===== config.mk =====
export PLATFORM = sky130hd
export DESIGN_NAME = sfwpe_core
export DESIGN_NICKNAME = d
export VERILOG_FILES = /design/src/sfwpe_pkg.sv /design/src/sfwpe_link_if.sv /design/src/sfwpe_core.sv /design/src/sfwpe_link_front.sv
export SDC_FILE = /design/constraint.sdc
export NUM_CORES = 1
export LEC_CHECK = 0
export ABC_CLOCK_PERIOD_IN_PS = 5560
export CORE_MARGIN = 2
export CORE_UTILIZATION = 52
export CTS_BUF_LIST = sky130_fd_sc_hd__clkbuf_4 sky130_fd_sc_hd__clkbuf_8
export CTS_CLUSTER_SIZE = 8
export DETAILED_ROUTE_END_ITERATION = 12
export DONT_BUFFER_PORTS = 1
export GPL_TIMING_DRIVEN = 0
export PLACE_DENSITY = 0.7
export SLEW_MARGIN = 0
export SYNTH_ARGS = -nofsm -noshare
export SYNTH_HDL_FRONTEND = slang
export SYNTH_SLANG_ARGS = --single-unit

===== constraint.sdc =====
create_clock -name i_ref_clk -period 5.56 [get_ports i_ref_clk]
set_input_delay 0.278 -clock i_ref_clk [delete_from_list [all_inputs] [get_ports i_ref_clk]]
set_output_delay 0.278 -clock i_ref_clk [all_outputs]
set_load 0.05 [all_outputs]

===== src/sfwpe_pkg.sv =====
// Shared constants, types and helpers for the flash program/erase sequencer.
package sfwpe_pkg;
  // Instruction codes handled by the sequencer.
  localparam logic [7:0] OPC_WRAP  = 8'h77;
  localparam logic [7:0] OPC_PROG  = 8'h02;
  localparam logic [7:0] OPC_QPROG = 8'h32;
  localparam logic [7:0] OPC_ERASE = 8'h20;
  // Frame layout counts, in bytes.
  localparam logic [1:0] ADDR_LAST_BYTE = 2'h2;
  localparam logic [1:0] WRAP_LAST_BYTE = 2'h3;
  // Lane step sizes per link clock edge.
  localparam logic [2:0] STEP_ONE  = 3'h1;
  localparam logic [2:0] STEP_QUAD = 3'h4;
  // Wrap setting field position and power-up value (wrap disabled).
  localparam int         WRAP_LO    = 4;
  localparam logic [2:0] WRAP_RESET = 3'h1;
  // Continuous-read byte: skip code, release bit and reset value.
  localparam logic [1:0] MODE_SKIP_CODE   = 2'h2;
  localparam int         MODE_SKIP_LO     = 4;
  localparam int         MODE_RELEASE_BIT = 4;
  localparam logic [7:0] MODE_RESET       = 8'h10;
  // Clock counts of the continuous-read reset sequence.
  localparam logic [4:0] CRM_QUAD_CLOCKS = 5'h08;
  localparam logic [4:0] CRM_DUAL_CLOCKS = 5'h10;
  // Self-timed cycle lengths, in microseconds, and the clock rate.
  localparam int CLK_MHZ  = 20;
  localparam int T_PP_US  = 3000;
  localparam int T_SE_US  = 400000;
  localparam int BUSY_W   = 24;
  // Protection geometry: array size and region granularity shifts.
  localparam logic [21:0] FLASH_BYTES = 22'h200000;
  localparam int          SEC_SHIFT   = 11;
  localparam int          BLK_SHIFT   = 15;
  localparam logic [2:0]  SEC_MAX_BP  = 3'h4;
  localparam logic [2:0]  BLK_MAX_BP  = 3'h5;
  localparam logic [2:0]  ALL_BP      = 3'h6;

  typedef enum logic [2:0] {
    ST_IDLE, ST_OPCODE, ST_ADDR, ST_WRAP, ST_DATA, ST_TAIL, ST_SKIP, ST_CRM
  } sfwpe_state_type;

  typedef enum logic [1:0] {OP_PROG, OP_QPROG, OP_ERASE, OP_WRAP} sfwpe_op_type;

  // Wrap section length in bytes for a two-bit length code.
  function automatic logic [6:0] sfwpe_wrap_span(input logic [1:0] len);
    sfwpe_wrap_span = 7'h08 << len;
  endfunction
endpackage


===== src/sfwpe_link_if.sv =====
// Sampled link signals passed from the pin front end to the sequencer core.
`timescale 1ns/1ns
`default_nettype none
interface sfwpe_link_if;
  logic       rise;
  logic       cs_fall;
  logic       cs_rise;
  logic [3:0] io;
  modport front (output rise, output cs_fall, output cs_rise, output io);
  modport core  (input rise, input cs_fall, input cs_rise, input io);
endinterface
`default_nettype wire


===== src/sfwpe_core.sv =====
// Program, erase, burst-wrap and continuous-read control of a serial flash.
//
// Summary of operation
// RQ1: Wrap command: 77h, 24 dummy, wrap byte.
// RQ2: Only wrap byte bits 6 to 4 kept.
// RQ3: Wrap enabled gives 8/16/32/64-byte sections.
// RQ4: Wrap disable bit set means linear; resets set.
// RQ5: Wrap setting holds until next wrap command.
// RQ6: Host should disable wrap after its reset.
// RQ7: Skip bits 10 drop next opcode; else normal.
// RQ8: Reserved mode bits change nothing.
// RQ9: Reset sequence sets release bit, ends mode.
// RQ10: Reset sequence: FFh quad, FFFFh dual.
// RQ11: Host sends reset sequence first after reset.
// RQ12: Page program: 02h, address, data bytes.
// RQ13: Program needs write enable latch set.
// RQ14: Page index wraps at 256-byte boundary.
// RQ15: Select must rise on byte boundary.
// RQ16: Self-timed program cycle shows busy.
// RQ17: Program end clears write enable latch.
// RQ18: Protected page is never programmed.
// RQ19: 32h programs on four lanes, needs quad enable.
// RQ20: 20h plus address erases 4K sector.
// RQ21: Erase cycle busy, then latch clears.
// RQ22: Protected sector is never erased.
// RQ23: Bits sampled on rising clock, MSB first.
`timescale 1ns/1ns
`default_nettype none
module sfwpe_core
  import sfwpe_pkg::*;
#(
  parameter int P_PP_CYCLES = T_PP_US * CLK_MHZ,
  parameter int P_SE_CYCLES = T_SE_US * CLK_MHZ
) (
  input  wire logic        i_ref_clk,
  input  wire logic        i_reset,
  input  wire logic        i_link_clk,
  input  wire logic        i_cs_n,
  input  wire logic [3:0]  i_io,
  input  wire logic        i_wel_set,
  input  wire logic        i_quad_lane_enable,
  input  wire logic        i_protect_complement,
  input  wire logic        i_protect_granularity,
  input  wire logic        i_protect_top_bottom,
  input  wire logic        i_protect_range_bit2,
  input  wire logic        i_protect_range_bit1,
  input  wire logic        i_protect_range_bit0,
  input  wire logic        i_mode_strobe,
  input  wire logic [7:0]  i_continuous_read_byte,
  input  wire logic        i_mode_dual,
  output logic             o_busy,
  output logic             o_write_enable_latch,
  output logic [2:0]       o_wrap_setting_bits,
  output logic [6:0]       o_wrap_span,
  output logic             o_opcode_skip,
  output logic             o_buf_we,
  output logic [7:0]       o_buf_index,
  output logic [7:0]       o_buf_data,
  output logic             o_array_start,
  output logic             o_array_erase,
  output logic [23:0]      o_array_addr,
  output logic             o_cmd_discard
);
  sfwpe_link_if lnk ();

  sfwpe_link_front u_front (
    .i_ref_clk  (i_ref_clk),
    .i_reset    (i_reset),
    .i_link_clk (i_link_clk),
    .i_cs_n     (i_cs_n),
    .i_io       (i_io),
    .link       (lnk)
  );

  sfwpe_state_type state_reg;
  sfwpe_state_type state_next;
  sfwpe_op_type    op_reg;
  sfwpe_op_type    op_next;
  logic [7:0]        shift_reg;
  logic [2:0]        bit_reg;
  logic [1:0]        byte_reg;
  logic [23:0]       addr_reg;
  logic [7:0]        index_reg;
  logic              have_data_reg;
  logic              wel_reg;
  logic              busy_reg;
  logic [BUSY_W-1:0] busy_cnt_reg;
  logic [2:0]        wrap_reg;
  logic [7:0]        mode_reg;
  logic              mode_dual_reg;
  logic [4:0]        crm_cnt_reg;
  logic              crm_ones_reg;
  logic              buf_we_reg;
  logic [7:0]        buf_index_reg;
  logic [7:0]        buf_data_reg;
  logic              start_reg;
  logic              discard_reg;

  // Lane width: wrap payload and quad program data use four lanes.
  wire       quad_lane  = (state_reg == ST_WRAP) ||
                          (state_reg == ST_DATA && op_reg == OP_QPROG); // [RQ19]
  wire [7:0] shift_next = quad_lane ? {shift_reg[3:0], lnk.io}
                                    : {shift_reg[6:0], lnk.io[0]}; // [RQ23]
  wire [2:0] bit_next   = bit_reg + (quad_lane ? STEP_QUAD : STEP_ONE);
  wire       byte_done  = lnk.rise && (bit_next == 3'h0);
  wire [23:0] addr_full = {addr_reg[15:0], shift_next};

  // Protected region size from the protection bits; zero means none.
  wire [2:0]  prot_bp   = {i_protect_range_bit2, i_protect_range_bit1, i_protect_range_bit0};
  wire [2:0]  sec_bp    = (prot_bp > SEC_MAX_BP) ? SEC_MAX_BP : prot_bp;
  wire [21:0] sec_size  = (prot_bp == 3'h0) ? 22'h0 : (22'h1 << (SEC_SHIFT + 32'(sec_bp)));
  wire [21:0] blk_size  = (prot_bp == 3'h0) ? 22'h0 : (prot_bp >= ALL_BP) ? FLASH_BYTES
                        : (22'h1 << (BLK_SHIFT + 32'(prot_bp)));
  wire [21:0] prot_size = i_protect_granularity ? sec_size : blk_size;
  wire [21:0] addr_byte = {1'b0, addr_full[20:0]};
  wire        in_region = i_protect_top_bottom
                        ? (addr_byte >= FLASH_BYTES - prot_size)
                        : (addr_byte < prot_size);
  wire        prot_hit  = ((prot_size != 22'h0) && in_region)
                        ^ i_protect_complement; // [RQ18] [RQ22]

  // Command acceptance checks at the end of the opcode byte.
  wire is_prog   = (shift_next == OPC_PROG);
  wire is_qprog  = (shift_next == OPC_QPROG);
  wire is_erase  = (shift_next == OPC_ERASE);
  wire is_write  = is_prog || is_qprog || is_erase;
  wire write_ok  = wel_reg && !busy_reg &&
                   (!is_qprog || i_quad_lane_enable); // [RQ13] [RQ19] [RQ20]

  // A program ends on a byte boundary with data; erase right after address.
  wire prog_end  = lnk.cs_rise && state_reg == ST_DATA &&
                   bit_reg == 3'h0 && have_data_reg; // [RQ15] [RQ12]
  wire erase_end = lnk.cs_rise && state_reg == ST_TAIL; // [RQ15] [RQ21]
  wire go        = prog_end || erase_end;
  wire bad_end   = lnk.cs_rise && !go && op_reg != OP_WRAP &&
                   (state_reg == ST_DATA || state_reg == ST_ADDR);

  // Continuous-read reset sequence: all ones on lane 0 for 8 or 16 clocks.
  wire [4:0] crm_cnt_next = crm_cnt_reg + 5'h01;
  wire       crm_ones_next = crm_ones_reg && lnk.io[0];
  wire [4:0] crm_need = mode_dual_reg ? CRM_DUAL_CLOCKS : CRM_QUAD_CLOCKS; // [RQ10]
  wire       crm_release = state_reg == ST_CRM && lnk.rise &&
                           crm_ones_next && crm_cnt_next == crm_need;
  wire       skip_active = mode_reg[MODE_SKIP_LO +: 2] == MODE_SKIP_CODE;

  // Busy timer end of self-timed cycle.
  wire busy_end = busy_reg && busy_cnt_reg == '0;

  // Frame sequencing.
  always_comb begin
    state_next = state_reg;
    op_next    = op_reg;
    if (lnk.cs_rise) begin
      state_next = ST_IDLE;
    end else if (lnk.cs_fall) begin
      // In continuous mode the frame starts without an opcode; here it
      // only watches for the release pattern, reads are served elsewhere.
      state_next = skip_active ? ST_CRM : ST_OPCODE; // [RQ7]
    end else begin
      unique case (state_reg)
        ST_IDLE, ST_SKIP, ST_DATA: begin
          state_next = state_reg;
        end
        ST_OPCODE: begin
          if (byte_done) begin
            if (shift_next == OPC_WRAP && !busy_reg) begin
              state_next = ST_WRAP; // [RQ1]
              op_next    = OP_WRAP;
            end else if (is_write && write_ok) begin
              state_next = ST_ADDR;
              op_next    = is_prog ? OP_PROG : is_qprog ? OP_QPROG : OP_ERASE;
            end else begin
              state_next = ST_SKIP;
            end
          end
        end
        ST_ADDR: begin
          if (byte_done && byte_reg == ADDR_LAST_BYTE) begin
            if (prot_hit) begin
              state_next = ST_SKIP;
            end else begin
              state_next = (op_reg == OP_ERASE) ? ST_TAIL : ST_DATA;
            end
          end
        end
        ST_WRAP: begin
          if (byte_done && byte_reg == WRAP_LAST_BYTE) begin
            state_next = ST_SKIP;
          end
        end
        ST_TAIL: begin
          // Any extra clock after the address breaks the erase frame.
          if (lnk.rise) begin
            state_next = ST_SKIP; // [RQ15]
          end
        end
        ST_CRM: begin
          if (crm_release || (lnk.rise && !lnk.io[0])) begin
            state_next = ST_SKIP;
          end
        end
      endcase
    end
  end

  always_ff @(posedge i_ref_clk) begin
    if (i_reset) begin
      state_reg <= ST_IDLE;
      op_reg    <= OP_PROG;
    end else begin
      state_reg <= state_next;
      op_reg    <= op_next;
    end
  end

  // Bit and byte counters restart with every frame.
  always_ff @(posedge i_ref_clk) begin
    if (i_reset || lnk.cs_fall) begin
      shift_reg <= 8'h00;
      bit_reg   <= 3'h0;
      byte_reg  <= 2'h0;
      have_data_reg <= 1'b0;
    end else if (lnk.rise) begin
      shift_reg <= shift_next;
      bit_reg   <= bit_next;
      if (byte_done && state_reg != state_next) begin
        byte_reg <= 2'h0;
      end else if (byte_done) begin
        byte_reg <= byte_reg + 2'h1;
      end
      if (byte_done && state_reg == ST_DATA) begin
        have_data_reg <= 1'b1;
      end
    end
  end

  // Address capture; the page index starts at the low address byte.
  always_ff @(posedge i_ref_clk) begin
    if (i_reset) begin
      addr_reg  <= 24'h000000;
      index_reg <= 8'h00;
    end else if (state_reg == ST_ADDR && byte_done) begin
      addr_reg  <= addr_full;
      index_reg <= shift_next;
    end else if (state_reg == ST_DATA && byte_done) begin
      // Eight-bit index rolls over inside the page on its own.
      index_reg <= index_reg + 8'h01; // [RQ14]
    end
  end

  // Data bytes go to the page buffer; a rolled-over index overwrites older data.
  always_ff @(posedge i_ref_clk) begin
    if (i_reset) begin
      buf_we_reg    <= 1'b0;
      buf_index_reg <= 8'h00;
      buf_data_reg  <= 8'h00;
    end else begin
      buf_we_reg <= state_reg == ST_DATA && byte_done && !lnk.cs_rise; // [RQ14]
      if (state_reg == ST_DATA && byte_done) begin
        buf_index_reg <= index_reg;
        buf_data_reg  <= shift_next;
      end
    end
  end

  // Start pulse, discard pulse and operation descriptor for the array.
  always_ff @(posedge i_ref_clk) begin
    if (i_reset) begin
      start_reg     <= 1'b0;
      discard_reg   <= 1'b0;
      o_array_erase <= 1'b0;
      o_array_addr  <= 24'h000000;
    end else begin
      start_reg   <= go; // [RQ16] [RQ21]
      discard_reg <= bad_end || (state_next == ST_SKIP &&
                     state_reg != ST_SKIP && state_reg != ST_WRAP &&
                     state_reg != ST_CRM && !lnk.cs_fall &&
                     (state_reg != ST_OPCODE || is_write));
      if (go) begin
        o_array_erase <= erase_end;
        o_array_addr  <= addr_reg;
      end
    end
  end

  // Self-timed program or erase cycle; status reads stay free meanwhile.
  always_ff @(posedge i_ref_clk) begin
    if (i_reset) begin
      busy_reg     <= 1'b0;
      busy_cnt_reg <= '0;
    end else if (go) begin
      busy_reg     <= 1'b1; // [RQ16] [RQ21]
      busy_cnt_reg <= erase_end ? BUSY_W'(P_SE_CYCLES - 1) : BUSY_W'(P_PP_CYCLES - 1);
    end else if (busy_end) begin
      busy_reg <= 1'b0;
    end else if (busy_reg) begin
      busy_cnt_reg <= busy_cnt_reg - 1'b1;
    end
  end

  // A latch set in the same cycle as the cycle-end clear wins.
  always_ff @(posedge i_ref_clk) begin
    if (i_reset) begin
      wel_reg <= 1'b0;
    end else if (i_wel_set) begin
      wel_reg <= 1'b1;
    end else if (busy_end) begin
      wel_reg <= 1'b0; // [RQ17] [RQ21]
    end
  end

  // Wrap setting is taken only when the eighth wrap bit arrives, so a
  // short frame leaves the old setting in force.
  always_ff @(posedge i_ref_clk) begin
    if (i_reset) begin
      wrap_reg <= WRAP_RESET; // [RQ4]
    end else if (state_reg == ST_WRAP && byte_done && byte_reg == WRAP_LAST_BYTE) begin
      wrap_reg <= shift_next[WRAP_LO +: 3]; // [RQ1] [RQ2] [RQ5]
    end
  end

  // Continuous-read byte from the read path; only the skip bits matter.
  always_ff @(posedge i_ref_clk) begin
    if (i_reset) begin
      mode_reg      <= MODE_RESET;
      mode_dual_reg <= 1'b0;
    end else if (i_mode_strobe) begin
      mode_reg      <= i_continuous_read_byte; // [RQ7] [RQ8]
      mode_dual_reg <= i_mode_dual;
    end else if (crm_release) begin
      mode_reg[MODE_RELEASE_BIT] <= 1'b1; // [RQ9]
    end
  end

  // Release pattern counter for the continuous-read reset sequence.
  always_ff @(posedge i_ref_clk) begin
    if (i_reset || lnk.cs_fall) begin
      crm_cnt_reg  <= 5'h00;
      crm_ones_reg <= 1'b1;
    end else if (state_reg == ST_CRM && lnk.rise) begin
      crm_cnt_reg  <= crm_cnt_next;
      crm_ones_reg <= crm_ones_next; // [RQ10]
    end
  end

  // Registered status outputs.
  always_ff @(posedge i_ref_clk) begin
    if (i_reset) begin
      o_wrap_setting_bits <= WRAP_RESET;
      o_wrap_span         <= 7'h00;
      o_opcode_skip       <= 1'b0;
    end else begin
      o_wrap_setting_bits <= wrap_reg;
      // Zero span means linear reads with no wrapping.
      o_wrap_span   <= wrap_reg[0] ? 7'h00 : sfwpe_wrap_span(wrap_reg[2:1]); // [RQ3] [RQ4]
      o_opcode_skip <= skip_active; // [RQ7]
    end
  end

  assign o_busy               = busy_reg;
  assign o_write_enable_latch = wel_reg;
  assign o_buf_we             = buf_we_reg;
  assign o_buf_index          = buf_index_reg;
  assign o_buf_data           = buf_data_reg;
  assign o_array_start        = start_reg;
  assign o_cmd_discard        = discard_reg;
endmodule
`default_nettype wire


===== src/sfwpe_link_front.sv =====
// Pin synchroniser and edge finder for the serial link.
`timescale 1ns/1ns
`default_nettype none
module sfwpe_link_front
  import sfwpe_pkg::*;
(
  input  wire logic       i_ref_clk,
  input  wire logic       i_reset,
  input  wire logic       i_link_clk,
  input  wire logic       i_cs_n,
  input  wire logic [3:0] i_io,
  sfwpe_link_if.front     link
);
  logic [5:0] meta_reg;
  logic [5:0] sync_reg;
  logic [5:0] prev_reg;

  // Two flops on every pin; clock, select and data share the same delay,
  // so data is still stable when the sampled clock edge is seen.
  always_ff @(posedge i_ref_clk) begin
    if (i_reset) begin
      meta_reg <= 6'h3e;
      sync_reg <= 6'h3e;
      prev_reg <= 6'h3e;
    end else begin
      meta_reg <= {i_link_clk, i_cs_n, i_io};
      sync_reg <= meta_reg;
      prev_reg <= sync_reg;
    end
  end

  // Edges only look at the second stage and its delayed copy.
  assign link.rise    = sync_reg[5] & ~prev_reg[5] & ~sync_reg[4]; // [RQ23]
  assign link.cs_fall = ~sync_reg[4] & prev_reg[4];
  assign link.cs_rise = sync_reg[4] & ~prev_reg[4];
  assign link.io      = sync_reg[3:0];
endmodule
`default_nettype wire


==> impl_results.rst, run 1 <==
.. list-table::
   :header-rows: 1

   * - Metric
     - Value
   * - Status
     - finished, final reports clean
   * - Crit path arrival time
     - 5430 ps
   * - X dimension of the die
     - 128.4 um
   * - Final weighted congestion of routability-driven global placement
     - 0.8859
   * - Post-synthesis cell area
     - 8045 um2
   * - Half-perimeter wire length after detailed placement
     - 14,620 um
   * - Post-route fraction of the period consumed by the critical path
     - 91.96%
   * - Instance area at placement
     - 8292 um2
   * - Residual DRC count
     - 0
   * - Number of buffers created by CTS
     - 17
   * - Post-synth EDFFs
     - 0
   * - Place WS
     - -933.0 ps
   * - Max-cap check violation count
     - 0
   * - Number of flip-flops and latches in the synthesized netlist
     - 154
   * - Most frequently used flop master after synthesis
     - sky130_fd_sc_hd__dfxtp_1
   * - Least setup slack across all paths after layout
     - 447.2 ps
   * - Leakage
     - 3.376 nW
   * - Number of input and output port buffers inserted
     - 0
   * - Tot GR Track Use
     - 24.71%
   * - FF/Latch Area
     - 3083 um2
   * - Clock transition at the registers of the reported paths
     - 80 ps
   * - Layout cells sized above 1
     - 8.607%
   * - Setup slack, reg-to-reg
     - 530 ps
   * - Post-DRT Antenna Nets
     - 0
   * - Global-route wire length before repair
     - 32,200 um
   * - Maximum number of pins on one net before global-route repair
     - 17
   * - Clock tree root driver cell
     - sky130_fd_sc_hd__clkbuf_8
   * - Fraction of registers with async set or reset after synthesis
     - 0%
   * - First-pass iteration count of the detailed router
     - 7
   * - Count of pins over their slew limit
     - 0
   * - Multi-input logic area
     - 4614 um2
   * - Minimum clock period after layout
     - 5113 ps
   * - Starting Density
     - 53.12%
   * - Die span in y
     - 128.4 um
   * - Final antenna diode count
     - 0
   * - IR Drop Worst-Case VDD
     - 0.1748 mV
   * - Worst relative slew slack
     - 20.48%
   * - Worst Path Class, Setup
     - in2reg
   * - Most common cell after layout, fill and taps aside
     - sky130_fd_sc_hd__nand2_1
   * - Worst Hold Class
     - in2reg
   * - Syn_area_per_cell
     - 8.151 um2
   * - Power density relative to cell area
     - 251.7 nW/um2
   * - Startpoint type of the worst setup path
     - primary input
   * - Vias
     - 6,917
   * - Clock latency of the later-clocked register in the worst-skew pair
     - 450 ps
   * - Cell row count
     - 45
   * - Final setup violation count
     - 0
   * - Sum Neg Setup Slack
     - 0 ps
   * - Cell Int Power
     - 1.708 mW
   * - Standard cell core area
     - 15,150 um2
   * - Proportion of power drawn by combinational gates
     - 8.2%
   * - Area of all placed cells without fillers
     - 8890 um2
   * - Switching fraction of total power
     - 23.67%
   * - Worst-path maximum fanout
     - 10
   * - Congestion Overflow GR
     - 0
   * - Required time worst endpoint
     - 5870 ps
   * - Portion of the post-synthesis area used by sequential elements
     - 38.32%
   * - Via count of the first global-routing pass
     - 6,485
   * - Fraction of the core area covered by cells at the end of the flow
     - 58.69%
   * - Number of fill cells
     - 1,392
   * - TritonCTS clock tree
     - yes
   * - Layout-stage area growth over the synthesis result
     - 10.50%
   * - Clock share of power
     - 41.9%
   * - Slew at the pin closest to its max-slew limit
     - 1190 ps
   * - Routed len/inst
     - 16.11 um
   * - Number of sinks on the clock net
     - 154
   * - Initial DRC count
     - 439
   * - Number of different library cells in the post-synthesis netlist
     - 70
   * - Total number of H-tree levels
     - 4
   * - Number of top-level design ports
     - 83
   * - Max Clk Rate
     - 0.1956 GHz
   * - Antenna violations before repair
     - 0
   * - Final #Nets
     - 1,102
   * - Final number of hold-violating endpoints
     - 0
   * - Setup repair after global routing missed its margin
     - false
   * - Average via count per standard cell
     - 5.660
   * - Area enclosed by the die boundary
     - 16,480 um2
   * - Fraction of power consumed by sequential logic
     - 49.9%
   * - Clock tree buffer depth
     - 2
   * - Net switching power of the design
     - 529.7 uW
   * - Final wirelength
     - 19,690 um
   * - Count of mapped cells out of synthesis
     - 987
   * - Synth Warn #
     - 0
   * - Post-Route Skew
     - 8.259 ps
   * - Most frequent cells in the layout
     - sky130_fd_sc_hd__nand2_1 (166), sky130_fd_sc_hd__dfxtp_1 (154), sky130_fd_sc_hd__a21oi_1 (96)
   * - Kind of end point of the critical path
     - flip-flop
==> power by group through the flow <==
stage,registers [mW],logic [mW],clock network [mW]
2_1_floorplan,1.14,0.130,0
3_3_place_gp,1.14,0.167,0
3_5_place_dp,1.14,0.169,0
4_1_cts,1.12,0.179,0.956
5_1_grt,1.12,0.202,1.01
6_report,1.12,0.183,0.938
==> through the flow <==
stage | std cells | total power, mW | hold WS (ps)
2_1_floorplan | 990 | 1.272 | 381.8
3_3_place_gp | 1178 | 1.310 | 383.1
3_5_place_dp | 1178 | 1.313 | 383.9
4_1_cts | 1220 | 2.252 | 91.04
5_1_grt | 1222 | 2.328 | 96.26
6_report | 1222 | 2.238 | 114.4
==> layer usage <==
metal / track usage (%) / vias to the layer above / routed length, um
met2: 38.83 / 188 / 8845
met1: 33.17 / 3210 / 9274
li1: - / 3490 / -
met4: 9.179 / 0 / 378
met5: 0 / - / 0
met3: 5.946 / 29 / 1189
==> Yosys cell counts (all sizes together) (4+ instances only) <==
library cell	instances	area [um2]
o22ai	8	63.81
buf	18	105.1
and2	6	37.54
o21a	10	75.07
clkbuf	40	150.1
nand2b	10	62.56
and3b	4	35.03
nand2	166	623.1
and3	6	37.54
nor3	23	131.4
dfxtp	154	3083
nor4	12	87.58
nand3	27	135.1
or2	20	125.1
o211ai	6	45.04
nor2b	15	93.84
a21oi	96	480.5
mux2i	12	120.1
nor3b	8	65.06
a211oi	22	180.2
a31oi	6	37.54
o31ai	4	30.03
xnor2	29	254.0
xor2	18	157.7
o21ai	30	150.1
a21boi	10	75.07
inv	35	131.4
a21o	5	37.54
nor2	74	277.8
ha	55	688.2
nand4	14	87.58
==> worst paths after layout <==
kind / from / to / cells past startpoint
setup / recovery: i_protect_range_bit0 / o_cmd_discard / 27
hold reg to reg: u_front.meta_reg[5] / u_front.sync_reg[5] / 1
setup reg to reg: op_reg[0] / o_cmd_discard / 13
hold / removal: i_continuous_read_byte[4] / mode_reg[4] / 3
==> what timing repair did <==
action | CTS | global route
gates resized for setup | 4 | 5
setup endpoints to repair | 3 | 3
pin swaps | 0 | 2
setup buffers | 0 | 2
hold buffers | 11 | 0
endpoints found under the hold margin | 9 | 0
==> cells by family (layout without fill, tap and decap cells) <==
family / after synthesis / count (layout) / share of synthesized area [%]
mux: 12 / 12 / 1.493
simple gates: 405 / 405 / 24.53
xor+xnor: 47 / 47 / 5.117
fa+ha+maj: 55 / 55 / 8.554
flops: 154 / 154 / 38.32
other cells: 2 / 5 / 0.09335
buf+inv: 93 / 137 / 4.806
compound gates: 219 / 219 / 17.09
==> final cells by class <==
| class | instances | share of cell area (%) |
|---|---|---|
| plain buffers | 57 | 2.843 |
| clock buffers | 22 | 3.195 |
| clock inverters | 10 | 1.844 |
| inverters | 35 | 1.478 |
| multi-input cells | 743 | 51.91 |
| flip-flops and latches | 154 | 34.68 |
| well taps | 188 | 2.646 |
| repair buffers | 13 | 1.407 |
==> worst max-delay path: stages <==
cell and delay (ps):
sky130_fd_sc_hd__clkbuf_2 160, sky130_fd_sc_hd__or2_2 170, sky130_fd_sc_hd__ha_2 260, sky130_fd_sc_hd__o21bai_2 200
sky130_fd_sc_hd__inv_2 130, sky130_fd_sc_hd__ha_1 250, sky130_fd_sc_hd__nor3b_4 290, sky130_fd_sc_hd__inv_1 190
sky130_fd_sc_hd__nor2_4 230, sky130_fd_sc_hd__nand2_1 100, sky130_fd_sc_hd__nor2_1 160, sky130_fd_sc_hd__inv_1 60
sky130_fd_sc_hd__ha_1 190, sky130_fd_sc_hd__clkbuf_1 230, sky130_fd_sc_hd__nand2b_1 200, sky130_fd_sc_hd__nor2b_1 90
sky130_fd_sc_hd__and2_1 170, sky130_fd_sc_hd__xnor2_1 120, sky130_fd_sc_hd__ha_1 290, sky130_fd_sc_hd__nand4_1 150
sky130_fd_sc_hd__nor3_1 230, sky130_fd_sc_hd__a22oi_1 90, sky130_fd_sc_hd__o211ai_1 100, sky130_fd_sc_hd__o311a_1 250
sky130_fd_sc_hd__a21boi_0 200, sky130_fd_sc_hd__o41ai_2 470, sky130_fd_sc_hd__o21ai_1 170
No activity file was read; power rests on OpenSTA's default activity.
==> inputs of run 2 (changes only) <==
--- a/config.mk
+++ b/config.mk
@@ -7,13 +7,12 @@
 export LEC_CHECK = 0
 export ABC_CLOCK_PERIOD_IN_PS = 5560
 export CORE_MARGIN = 2
-export CORE_UTILIZATION = 52
+export CORE_UTILIZATION = 46
 export CTS_BUF_LIST = sky130_fd_sc_hd__clkbuf_4 sky130_fd_sc_hd__clkbuf_8
 export CTS_CLUSTER_SIZE = 8
 export DETAILED_ROUTE_END_ITERATION = 12
 export DONT_BUFFER_PORTS = 1
 export GPL_TIMING_DRIVEN = 0
-export PLACE_DENSITY = 0.7
 export SLEW_MARGIN = 0
 export SYNTH_ARGS = -nofsm -noshare
 export SYNTH_HDL_FRONTEND = slang
==> impl_results.rst, run 2 (synthesized netlist as in run 1, its figures left out) <==
.. list-table::
   :header-rows: 1

   * - Metric
     - Value
   * - Length in cells of the worst reg-to-reg path
     - 13 (unchanged)
   * - Most common cell after layout, fill and taps aside
     - sky130_fd_sc_hd__nand2_1 (unchanged)
   * - Clock tree buffer depth
     - 2 (unchanged)
   * - Count of pins over their slew limit
     - 0 (unchanged)
   * - Sum Neg Setup Slack
     - 0 ps (unchanged)
   * - Leakage
     - 3.369 nW (was 3.376 nW)
   * - First-pass iteration count of the detailed router
     - 5 (was 7)
   * - Fraction of power consumed by sequential logic
     - 50.3% (was 49.9%)
   * - Vias
     - 6,882 (was 6,917)
   * - Cell row count
     - 48 (was 45)
   * - Maximum number of pins on one net before global-route repair
     - 17 (unchanged)
   * - Net switching power of the design
     - 573.3 uW (was 529.7 uW)
   * - Number of fill cells
     - 1,740 (was 1,392)
   * - Worst Hold Class
     - in2reg (unchanged)
   * - Standard cell core area
     - 17,180 um2 (was 15,150 um2)
   * - Launch instance of the worst min-delay path
     - i_continuous_read_byte[4] (unchanged)
   * - Worst Path Class, Setup
     - in2reg (unchanged)
   * - Number of sinks on the clock net
     - 154 (unchanged)
   * - Final #Nets
     - 1,103 (was 1,102)
   * - Required time worst endpoint
     - 5870 ps (about the same)
   * - Final antenna diode count
     - 0 (unchanged)
   * - Number of buffers created by CTS
     - 17 (unchanged)
   * - Residual DRC count
     - 0 (unchanged)
   * - Proportion of power drawn by combinational gates
     - 8.3% (was 8.2%)
   * - IR Drop Worst-Case VDD
     - 0.1732 mV (was 0.1748 mV)
   * - Final weighted congestion of routability-driven global placement
     - 0.8885 (was 0.8859)
   * - Clock share of power
     - 41.4% (was 41.9%)
   * - Place WS
     - -884.3 ps (was -933.0 ps)
   * - Post-route fraction of the period consumed by the critical path
     - 92.40% (was 91.96%)
   * - Average via count per standard cell
     - 5.462 (was 5.660)
   * - Clock transition at the registers of the reported paths
     - 90 ps (was 80 ps)
   * - Worst relative slew slack
     - 18.40% (was 20.48%)
   * - Multi-input logic area
     - 4611 um2 (was 4614 um2)
   * - Max-cap check violation count
     - 0 (unchanged)
   * - Max Clk Rate
     - 0.1946 GHz (was 0.1956 GHz)
   * - Status
     - finished, final reports clean (unchanged)
   * - Kind of end point of the critical path
     - flip-flop (unchanged)
   * - Post-Route Skew
     - 13.06 ps (was 8.259 ps)
   * - FF/Latch Area
     - 3083 um2 (unchanged)
   * - Minimum clock period after layout
     - 5138 ps (was 5113 ps)
   * - Global-route wire length before repair
     - 32,810 um (was 32,200 um)
   * - Start of the worst register-to-register path
     - state_reg[0] (was op_reg[0])
   * - R2r endpoint
     - o_cmd_discard (unchanged)
   * - Worst-path maximum fanout
     - 10 (unchanged)
   * - Antenna violations before repair
     - 0 (unchanged)
   * - Area enclosed by the die boundary
     - 18,560 um2 (was 16,480 um2)
   * - Layout-stage area growth over the synthesis result
     - 10.95% (was 10.50%)
   * - Number of input and output port buffers inserted
     - 0 (unchanged)
   * - Setup repair after global routing missed its margin
     - false (unchanged)
   * - WHS Path Cells
     - 3 (unchanged)
   * - Half-perimeter wire length after detailed placement
     - 15,130 um (was 14,620 um)
   * - Slew at the pin closest to its max-slew limit
     - 1221 ps (was 1190 ps)
   * - Total number of H-tree levels
     - 4 (unchanged)
   * - Final setup violation count
     - 0 (unchanged)
   * - Power density relative to cell area
     - 248.8 nW/um2 (was 251.7 nW/um2)
   * - Die span in y
     - 136.3 um (was 128.4 um)
   * - Starting Density
     - 46.84% (was 53.12%)
   * - Post-DRT Antenna Nets
     - 0 (unchanged)
   * - Final number of hold-violating endpoints
     - 0 (unchanged)
   * - Setup slack, reg-to-reg
     - 570 ps (was 530 ps)
   * - X dimension of the die
     - 136.3 um (was 128.4 um)
   * - End point of the most critical hold path
     - mode_reg[4] (unchanged)
   * - Fraction of the core area covered by cells at the end of the flow
     - 51.97% (was 58.69%)
   * - Layout cells sized above 1
     - 8.599% (was 8.607%)
   * - Via count of the first global-routing pass
     - 6,449 (was 6,485)
   * - Congestion Overflow GR
     - 0 (unchanged)
   * - Clock latency of the later-clocked register in the worst-skew pair
     - 460 ps (was 450 ps)
   * - Routed len/inst
     - 16.02 um (was 16.11 um)
   * - Initial DRC count
     - 429 (was 439)
   * - Tot GR Track Use
     - 22.62% (was 24.71%)
   * - Switching fraction of total power
     - 25.82% (was 23.67%)
   * - Final wirelength
     - 20,190 um (was 19,690 um)
   * - Startpoint type of the worst setup path
     - primary input (unchanged)
   * - TritonCTS clock tree
     - yes (unchanged)
   * - Most frequent cells in the layout
     - sky130_fd_sc_hd__nand2_1 (166), sky130_fd_sc_hd__dfxtp_1 (154), sky130_fd_sc_hd__a21oi_1 (96) (unchanged)
   * - Cell Int Power
     - 1.647 mW (was 1.708 mW)
   * - Crit path arrival time
     - 5450 ps (was 5430 ps)
   * - Number of top-level design ports
     - 83 (unchanged)
   * - Clock tree root driver cell
     - sky130_fd_sc_hd__clkbuf_8 (unchanged)
   * - Least setup slack across all paths after layout
     - 422.4 ps (was 447.2 ps)
run 2: cell types whose count changed in the layout (fill, tap and decap cells not counted), moves of 2 or more:
cell	change
sky130_fd_sc_hd__inv_8	+2
sky130_fd_sc_hd__inv_6	+2
sky130_fd_sc_hd__clkinv_4	+2
sky130_fd_sc_hd__clkbuf_4	-3
run 2: area by class of cell:
| type | instances | share of cell area [%] |
|---|---|---|
| Buffer | 57 | 2.832 |
| Clock buffer | 18 | 2.775 |
| Clock inverter | 14 | 2.089 |
| Inverter | 35 | 1.472 |
| Multi-Input combinational cell | 743 | 51.65 |
| Sequential cell | 154 | 34.54 |
| Tap cell | 225 | 3.154 |
| Timing Repair Buffer | 14 | 1.486 |
run 2: repair_timing:
item,in CTS,in global routing
endpoints found under the setup margin,3,3
hold endpoints to repair,9,0
buffers inserted,0,3
hold buffers,11,0
pin swaps,0,1
gates resized for setup,4,4
run 2: metrics by stage:
stage,area [um2],power [mW],cells,hold slack (ps)
2_1_floorplan,8056,1.272,990,381.8
3_3_place_gp,8338,1.314,1215,383.7
3_5_place_dp,8338,1.314,1215,384.3
4_1_cts,8904,2.242,1258,95.57
5_1_grt,8926,2.312,1260,120.3
6_report,8926,2.221,1260,143.4
run 2: layer usage:
layer | part of all wire (%) | vias up | global-route usage [%]
met5 | 0 | - | 0
met4 | 1.6 | 0 | 6.308
met3 | 6.1 | 26 | 5.705
met2 | 44 | 165 | 34.06
met1 | 48 | 3198 | 32.03
li1 | - | 3493 | -
run 2: power by group through the flow:
stage,clock network (mW),logic (mW),registers (mW)
floorplan,0,0.130,1.14
global placement,0,0.170,1.14
detailed placement,0,0.171,1.14
CTS,0.944,0.181,1.12
global route,0.989,0.204,1.12
finish,0.919,0.184,1.12
run 2: how the worst max path moves through the flow:
stage                               from       endpoint  cells after the start
finish              i_protect_range_bit0  o_cmd_discard                     27
global route        i_protect_range_bit0  o_cmd_discard                     27
CTS                 i_protect_range_bit0  o_cmd_discard                     28
detailed placement  i_protect_range_bit0  o_cmd_discard                     28
global placement    i_protect_range_bit0  o_cmd_discard                     28
floorplan           i_protect_range_bit0   state_reg[1]                     28
run 2: worst max-delay path: stages:
cell                       delay (ps)
sky130_fd_sc_hd__clkbuf_2         160
sky130_fd_sc_hd__or2_2            170
sky130_fd_sc_hd__ha_2             260
sky130_fd_sc_hd__o21bai_1         250
sky130_fd_sc_hd__inv_2            150
sky130_fd_sc_hd__ha_1             260
sky130_fd_sc_hd__nor3b_4          300
sky130_fd_sc_hd__inv_1            210
sky130_fd_sc_hd__nor2_4           230
sky130_fd_sc_hd__nand2_1          110
sky130_fd_sc_hd__nor2_1           160
sky130_fd_sc_hd__inv_1             60
sky130_fd_sc_hd__ha_1             180
sky130_fd_sc_hd__clkbuf_1         230
sky130_fd_sc_hd__nand2b_1         190
sky130_fd_sc_hd__nor2b_1           90
sky130_fd_sc_hd__and2_1           170
sky130_fd_sc_hd__xnor2_1          130
sky130_fd_sc_hd__ha_1             290
sky130_fd_sc_hd__nand4_1          150
sky130_fd_sc_hd__nor3_1           220
sky130_fd_sc_hd__a22oi_1           90
sky130_fd_sc_hd__o211ai_1         100
sky130_fd_sc_hd__o311a_1          240
sky130_fd_sc_hd__a21boi_0         180
sky130_fd_sc_hd__o41ai_2          390
sky130_fd_sc_hd__o21ai_1          190
